**config.mk**
```make
export PLATFORM = sky130hd
export DESIGN_NAME = sinc3_cic_decimator
export DESIGN_NICKNAME = d
export VERILOG_FILES = /design/src/cic_pkg.sv /design/src/cic_stream_if.sv /design/src/skid_buffer.sv /design/src/sinc3_cic_decimator.sv
export SDC_FILE = /design/constraint.sdc
export NUM_CORES = 1
export LEC_CHECK = 0
export BUFFER_PORTS_ARGS = -buffer_cell sky130_fd_sc_hd__buf_2
export CAP_MARGIN = 20
export CORE_MARGIN = 10
export CORE_UTILIZATION = 55
export CTS_BUF_LIST = sky130_fd_sc_hd__clkbuf_16
export DETAILED_ROUTE_END_ITERATION = 16
export PLACE_DENSITY = 0.71
export SYNTH_ARGS = -nofsm -noshare
export SYNTH_HDL_FRONTEND = slang
export SYNTH_SLANG_ARGS = --single-unit
```
**constraint.sdc**
```tcl
create_clock -name SYS_CLK_I -period 10.8 [get_ports SYS_CLK_I]
set_input_delay 2.16 -clock SYS_CLK_I [delete_from_list [all_inputs] [get_ports SYS_CLK_I]]
set_output_delay 2.16 -clock SYS_CLK_I [all_outputs]
set_load 0.005 [all_outputs]
```
**src/cic_pkg.sv**
```systemverilog
package cic_pkg;
    localparam int ORDER_DEFAULT = 3;
    localparam int DIFF_DELAY_DEFAULT = 1;
    localparam int DIFF_DELAY_MAX = 2;
    localparam int RATIO_MAX = 256;
    localparam int RATIO_LOG2_MAX = 8;
    localparam int ACC_WIDTH_DEFAULT = ORDER_DEFAULT * RATIO_LOG2_MAX + 1;
    localparam int SETTLE_PERIODS = 3;
    localparam real MOD_CLOCK_MHZ = 8.192;
    localparam real SAMPLE_RATE_KHZ = 32.0;
    localparam int SYS_CLOCK_MHZ = 100;
    // ratio select codes
    typedef enum logic [1:0] {
        RATIO_64 = 2'h0,
        RATIO_128 = 2'h1,
        RATIO_256 = 2'h2
    } ratio_sel_type;
    localparam logic [8:0] RATIO_64_COUNT = 9'h040;
    localparam logic [8:0] RATIO_128_COUNT = 9'h080;
    localparam logic [8:0] RATIO_256_COUNT = 9'h100;
    localparam logic [1:0] SYNC_DEPTH = 2'h3;
endpackage : cic_pkg

```
**src/cic_stream_if.sv**
```systemverilog
`timescale 1ns/1ps
interface cic_stream_if #(parameter int WIDTH = 25);
    logic valid;
    logic ready;
    logic [WIDTH-1:0] data;
    modport source (output valid, output data, input ready);
    modport sink (input valid, input data, output ready);
endinterface : cic_stream_if

```
**src/skid_buffer.sv**
```systemverilog
`timescale 1ns/1ps
module skid_buffer #(
    parameter int WIDTH = 25,
    parameter int DEPTH = 2
) (
    input wire logic clk_i,
    input wire logic rst_i,
    input wire logic ce_i,
    cic_stream_if.sink in_s,
    output logic out_valid_o,
    output logic [WIDTH-1:0] out_data_o,
    input wire logic out_ready_i
);
    logic [WIDTH-1:0] mem [DEPTH];
    logic [1:0] count;
    logic rd_ptr;
    logic wr_ptr;
    wire push = in_s.valid && in_s.ready;
    wire pop = out_valid_o && out_ready_i;
    assign in_s.ready = (count != 2'(DEPTH));
    assign out_valid_o = (count != 2'h0);
    assign out_data_o = mem[rd_ptr];

    always_ff @(posedge clk_i) begin
        if (rst_i) begin
            // cleared so the data output reads zero after any reset
            for (int i = 0; i < DEPTH; i++) begin
                mem[i] <= '0;
            end
            count <= 2'h0;
            rd_ptr <= 1'b0;
            wr_ptr <= 1'b0;
        end else if (ce_i) begin
            if (push) begin
                mem[wr_ptr] <= in_s.data;
                wr_ptr <= ~wr_ptr;
            end
            if (pop) begin
                rd_ptr <= ~rd_ptr;
            end
            count <= count + 2'(push) - 2'(pop);
        end
    end
endmodule : skid_buffer

```
**src/sinc3_cic_decimator.sv**
```systemverilog
`timescale 1ns/1ps
// Notes on behaviour
// - n integrators at modulator rate, then n combs at rate divided by ratio
// - only every ratio-th integrator output reaches the comb section
// - each integrator adds its input to its previous output per input bit
// - each comb subtracts its input from m decimated samples ago
// - default is third order with differential delay one
// - one output word per ratio modulator clocks
// - step response settles within three output periods
// - ratio selectable as 64, 128 or 256
// - system runs 8.192 MHz modulator clock, 32 kHz output rate at ratio 256
module sinc3_cic_decimator
    import cic_pkg::*;
#(
    parameter int ORDER = ORDER_DEFAULT,
    parameter int DIFF_DELAY = DIFF_DELAY_DEFAULT,
    parameter int WIDTH = ACC_WIDTH_DEFAULT
) (
    input wire logic SYS_CLK_I,
    input wire logic RST_I,
    input wire logic CE_I,
    input wire logic MODULATOR_CLOCK_IN_I,
    input wire logic MOD_DATA_I,
    input wire logic [1:0] DECIMATION_RATIO_I,
    output logic [WIDTH-1:0] SAMPLE_DATA_O,
    output logic SAMPLE_VALID_O,
    output logic SAMPLE_STROBE_O,
    input wire logic SAMPLE_READY_I,
    output logic OVERRUN_O
);
    typedef enum logic [2:0] {
        ST_IDLE = 3'b001,
        ST_COMB = 3'b010,
        ST_PUSH = 3'b100
    } state_type;

    // modulator clock and data are asynchronous; three stages each
    logic [2:0] clk_sync;
    logic [2:0] dat_sync;
    logic clk_level;
    logic [8:0] ratio_count;
    logic [8:0] ratio_len;
    logic [WIDTH-1:0] integ [ORDER+1];
    logic [WIDTH-1:0] comb [ORDER+1];
    logic [WIDTH-1:0] comb_out;
    logic [WIDTH-1:0] decim;
    state_type state;
    state_type next_state;
    logic strobe;
    logic overrun;

    always_ff @(posedge SYS_CLK_I) begin
        if (RST_I) begin
            clk_sync <= 3'h0;
            dat_sync <= 3'h0;
            clk_level <= 1'b0;
        end else if (CE_I) begin
            clk_sync <= {clk_sync[1:0], MODULATOR_CLOCK_IN_I};
            dat_sync <= {dat_sync[1:0], MOD_DATA_I};
            if (clk_sync[1] == clk_sync[2]) begin
                clk_level <= clk_sync[2];
            end
        end
    end

    // rising edge of the agreed clock; data stable since falling edge
    wire clk_agree = (clk_sync[1] == clk_sync[2]);
    wire mod_tick = CE_I && clk_agree && clk_sync[2] && !clk_level;
    // data passes as many stages as clock and changes on the falling edge, so it is sampled mid-bit
    wire mod_bit = dat_sync[2];
    wire [WIDTH-1:0] in_value = mod_bit ? WIDTH'(1) : {WIDTH{1'b1}};

    assign ratio_len = (DECIMATION_RATIO_I == RATIO_64) ? RATIO_64_COUNT :
                       (DECIMATION_RATIO_I == RATIO_128) ? RATIO_128_COUNT :
                       RATIO_256_COUNT;
    wire ratio_end = (ratio_count == ratio_len - 9'h001);
    wire decim_tick = mod_tick && ratio_end;

    assign integ[0] = in_value;
    genvar g;
    generate
        for (g = 0; g < ORDER; g++) begin : g_integ
            logic [WIDTH-1:0] acc;
            always_ff @(posedge SYS_CLK_I) begin
                if (RST_I) begin
                    acc <= '0;
                end else if (mod_tick) begin
                    acc <= acc + integ[g];
                end
            end
            assign integ[g+1] = acc;
        end
    endgenerate

    always_ff @(posedge SYS_CLK_I) begin
        if (RST_I) begin
            ratio_count <= 9'h000;
            decim <= '0;
        end else if (mod_tick) begin
            ratio_count <= ratio_end ? 9'h000 : ratio_count + 9'h001;
            if (ratio_end) begin
                decim <= integ[ORDER];
            end
        end
    end

    // combs move only in the one slow-rate comb cycle
    wire comb_update = (state == ST_COMB) && CE_I;
    assign comb[0] = decim;
    generate
        for (g = 0; g < ORDER; g++) begin : g_comb
            logic [WIDTH-1:0] hist [DIFF_DELAY];
            // unpipelined chain: a pipeline would stretch the settling time
            assign comb[g+1] = comb[g] - hist[DIFF_DELAY-1];
            always_ff @(posedge SYS_CLK_I) begin
                if (RST_I) begin
                    for (int k = 0; k < DIFF_DELAY; k++) begin
                        hist[k] <= '0;
                    end
                end else if (comb_update) begin
                    hist[0] <= comb[g];
                    for (int k = 1; k < DIFF_DELAY; k++) begin
                        hist[k] <= hist[k-1];
                    end
                end
            end
        end
    endgenerate

    // registered so the buffer sees a flop, not the subtractor chain
    always_ff @(posedge SYS_CLK_I) begin
        if (RST_I) begin
            comb_out <= '0;
        end else if (comb_update) begin
            comb_out <= comb[ORDER];
        end
    end

    cic_stream_if #(.WIDTH(WIDTH)) word_s ();

    always_comb begin
        next_state = state;
        case (state)
            ST_IDLE: if (decim_tick) next_state = ST_COMB;
            ST_COMB: next_state = ST_PUSH;
            ST_PUSH: next_state = ST_IDLE;
            default: next_state = ST_IDLE;
        endcase
    end

    assign word_s.valid = (state == ST_PUSH) && CE_I;
    assign word_s.data = comb_out;

    always_ff @(posedge SYS_CLK_I) begin
        if (RST_I) begin
            state <= ST_IDLE;
            strobe <= 1'b0;
            overrun <= 1'b0;
        end else if (CE_I) begin
            state <= next_state;
            strobe <= word_s.valid && word_s.ready;
            // sticky: a full buffer drops the word, reported here
            if (word_s.valid && !word_s.ready) begin
                overrun <= 1'b1;
            end
        end
    end

    skid_buffer #(.WIDTH(WIDTH), .DEPTH(2)) u_buf (
        .clk_i(SYS_CLK_I),
        .rst_i(RST_I),
        .ce_i(CE_I),
        .in_s(word_s),
        .out_valid_o(SAMPLE_VALID_O),
        .out_data_o(SAMPLE_DATA_O),
        .out_ready_i(SAMPLE_READY_I)
    );

    assign SAMPLE_STROBE_O = strobe;
    assign OVERRUN_O = overrun;
endmodule : sinc3_cic_decimator

```
==> flow_summary.json <==
{
  "status": "finished clean",
  "yosysSeqAreaShare": 0.395,
  "diodes": 0,
  "reg2reg_from": "decim[0]",
  "r2r_slack_ns": 4.65,
  "synthMuxAreaShare": 0.0253,
  "fmax_mhz": 163,
  "rows": 64,
  "die_h_um": 197,
  "worstHoldStart": "comb_out[4]",
  "final_util": 0.615,
  "root_buffer": "clkbuf_16",
  "route.detailed.drc": 0,
  "antenna_found_initial": 0,
  "critPathRequiredTime_ns": 11.20,
  "period_share": 0.570,
  "drt-total-wl_mm": 34.7,
  "crit_fanout": 6,
  "wl_per_cell_um": 14.8,
  "arrival_ns": 6.56,
  "grt_max_degree": 86,
  "clk_latency_ns": 0.51,
  "synth_edf_count": 125,
  "core_um2": 30700,
  "syn2layout_area_growth_pct": 10.0,
  "leakage_nw": 7.89,
  "postRouteAntennaNets": 0,
  "grt_pass1_vias": 12700,
  "crit_type": "reg -> reg",
  "final_cell_mix": "nand2_1, a21oi_1, dfxtp_1",
  "syn_area_per_cell_um2": 9.01,
  "min_to": "comb_out[4]",
  "synth_compound_area_frac": 0.179,
  "setup_viol": 0,
  "critPathLaunchType": "flop",
  "worstReg2RegEnd": "comb_out[24]",
  "crit_start": "decim[0]",
  "hold_viol_final": 0,
  "irDropWorstVdd_v": 0.0000965,
  "min_path_cells": 2,
  "synth_xor_area_frac": 0.0631,
  "seqCellArea_um2": 6780,
  "vias_per_cell": 5.55,
  "ys_types": 80,
  "syn_nets": 2063,
  "ys_warn_count": 0,
  "die-width_um": 197,
  "firstDrtPassIters": 8,
  "overflow": 0,
  "final_common_cell": "nand2_1",
  "hold_class": "reg -> reg",
  "die-area_um2": 38600,
  "start_util": 0.559,
  "drive_gt1_frac": 0.0847,
  "cts_sinks": 276,
  "gp_congestion": 0.860,
  "multi_input_area_um2": 9700,
  "fin_crit_ns": 6.15,
  "dpl.hpwl_mm": 25.0,
  "cts_setup_buffers": 0,
  "cts_max_level": 2,
  "skew_ns": 0.0224,
  "cts_tree": "done",
  "cts_resized": 0,
  "ys_seq_elements": 276,
  "finalPower_w": 0.00258,
  "clkTransAtPathRegs_ns": 0.06,
  "numPortBuffers": 35,
  "cts-hold-fix-buffers": 0,
  "cts_made_buffers": 34,
  "cap_violations": 0,
  "end_kind": "flop",
  "rsz0062_at_grt": "no",
  "grt_use_total": 0.178,
  "ctsLongestPathBuffers": 3,
  "synthArstFlopShare": 0,
  "synth_simple_gate_area_frac": 0.182,
  "fin_setup_tns_ns": 0,
  "relSlewSlack": 0.321,
  "r2r_cells": 27,
  "yosys_most_used_dff": "dfxtp_1",
  "io_pins": 36,
  "synth_top_family_by_area": "simple AND/OR/NAND/NOR gates",
  "grt_pass1_wl_mm": 59.8,
  "syn-cell-area_um2": 17100,
  "fillCellCount": 2606,
  "synth_adder_area_share": 0.114,
  "num-nets-final": 2084,
  "worst_pin_slew_ns": 1.02,
  "vias": 13000,
  "synthCells": 1903,
  "slew_violations": 0,
  "p_per_area_nw_per_um2": 137,
  "drt_iter0_markers": 695
}
report_power, final:
| part | total [W] | leakage (nW) | switching [W] | internal, W |
|---|---|---|---|---|
| registers | 0.00112 | 2.40 | 0.00000677 | 0.00111 |
| clock network | 0.00112 | 0.566 | 0.000448 | 0.000676 |
| logic | 0.000334 | 4.92 | 0.000188 | 0.000146 |
cells in the mapped netlist (3+ instances only):
cell type / count / area, um^2
a21boi_0: 7 / 52.6
nand2b_1: 16 / 100
and4_1: 3 / 26.3
mux2_2: 26 / 293
and3_1: 12 / 75.1
dfxtp_1: 151 / 3020
a21o_1: 53 / 398
edfxtp_1: 125 / 3750
nand3b_1: 13 / 97.6
o211ai_1: 5 / 37.5
mux2i_1: 14 / 140
o21a_1: 26 / 195
ha_1: 146 / 1830
nand4_1: 13 / 81.3
nor2b_1: 23 / 144
or3_1: 11 / 68.8
a311oi_1: 3 / 26.3
nor3b_1: 5 / 37.5
a41oi_1: 4 / 35.0
xor2_1: 33 / 289
nor3_1: 23 / 115
a31oi_1: 10 / 62.6
a21oi_1: 205 / 1030
o21ai_1: 9 / 45.0
or2_2: 6 / 37.5
nand2_1: 240 / 901
a211o_1: 7 / 61.3
buf_2: 3 / 15.0
fa_1: 6 / 120
xnor2_1: 88 / 771
o31ai_1: 10 / 75.1
o21bai_1: 16 / 120
a211oi_2: 5 / 62.6
clkbuf_1: 58 / 218
a211oi_1: 25 / 188
nor4b_1: 3 / 26.3
inv_1: 121 / 454
nand3_1: 29 / 145
o21ai_0: 63 / 315
and2_1: 123 / 769
nor2_1: 112 / 420
logic make-up after synthesis:
logic type / after synthesis
simple gates: 641
mux: 40
flops: 276
fa+ha+maj: 152
xor+xnor: 122
buf+inv: 186
compound gates: 486
state kept, by name, summed over array words and instances, names as in the netlist, 2 cells and up, named ones only:
signal	cells
u_buf.mem	50
state	3
g_integ.acc	75
ratio_count	9
dat_sync	3
g_comb.hist	75
comb_out	25
clk_sync	3
u_buf.count	2
decim	25
critical path, cell delays in order, from the launching register on:
cell and delay (ns):
dfxtp_1 0.34, inv_1 0.06, ha_1 0.23, fa_1 0.44, nor2b_4 0.13, o31a_2 0.16
o22ai_2 0.10, a21o_1 0.21, o21bai_1 0.21, a21o_1 0.17, a21oi_1 0.08, xnor2_1 0.21
ha_1 0.31, and4_1 0.23, and2_1 0.19, and3_1 0.19, a211o_1 0.32, o31ai_1 0.40
xnor2_1 0.16, ha_1 0.37, nand2_1 0.14, nand2b_1 0.07, a21o_1 0.18, a21o_1 0.17
a221o_1 0.33, a21oi_1 0.18, xnor3_1 0.23, a22o_1 0.20
per-layer routing:
metal | up-vias | track usage | routed length, um
li1 | 6744 | - | -
met2 | 159 | 0.310 | 16300
met5 | - | 0 | 0
met4 | 0 | 0.0441 | 610
met3 | 42 | 0.0270 | 1280
met1 | 6060 | 0.227 | 16500
layout make-up:
cell class,count,area share
clock inverter,22,0.00809
timing repair buffer,48,0.0161
tap,396,0.0263
clock buffer,39,0.0517
multi-input combinational,1441,0.514
sequential,276,0.359
inverter,123,0.0245
worst max-delay path by stage:
stage                    to  cells after the start
2_1_floorplan  comb_out[24]                     27
3_3_place_gp   comb_out[24]                     27
3_5_place_dp   comb_out[24]                     27
4_1_cts        comb_out[24]                     27
5_1_grt        comb_out[24]                     27
6_report       comb_out[24]                     27
stage by stage:
| stage | hold slack (ns) | setup WS [ns] | instances | cell area (um^2) |
|---|---|---|---|---|
| after floorplan | 0.430 | 5.33 | 1903 | 17100 |
| after global placement | 0.443 | 4.97 | 2281 | 17700 |
| after detailed placement | 0.451 | 4.76 | 2283 | 17700 |
| after CTS | 0.457 | 4.69 | 2344 | 18800 |
| after global routing | 0.480 | 4.10 | 2345 | 18900 |
| final | 0.456 | 4.65 | 2345 | 18900 |
No activity file was read; power rests on OpenSTA's default activity.
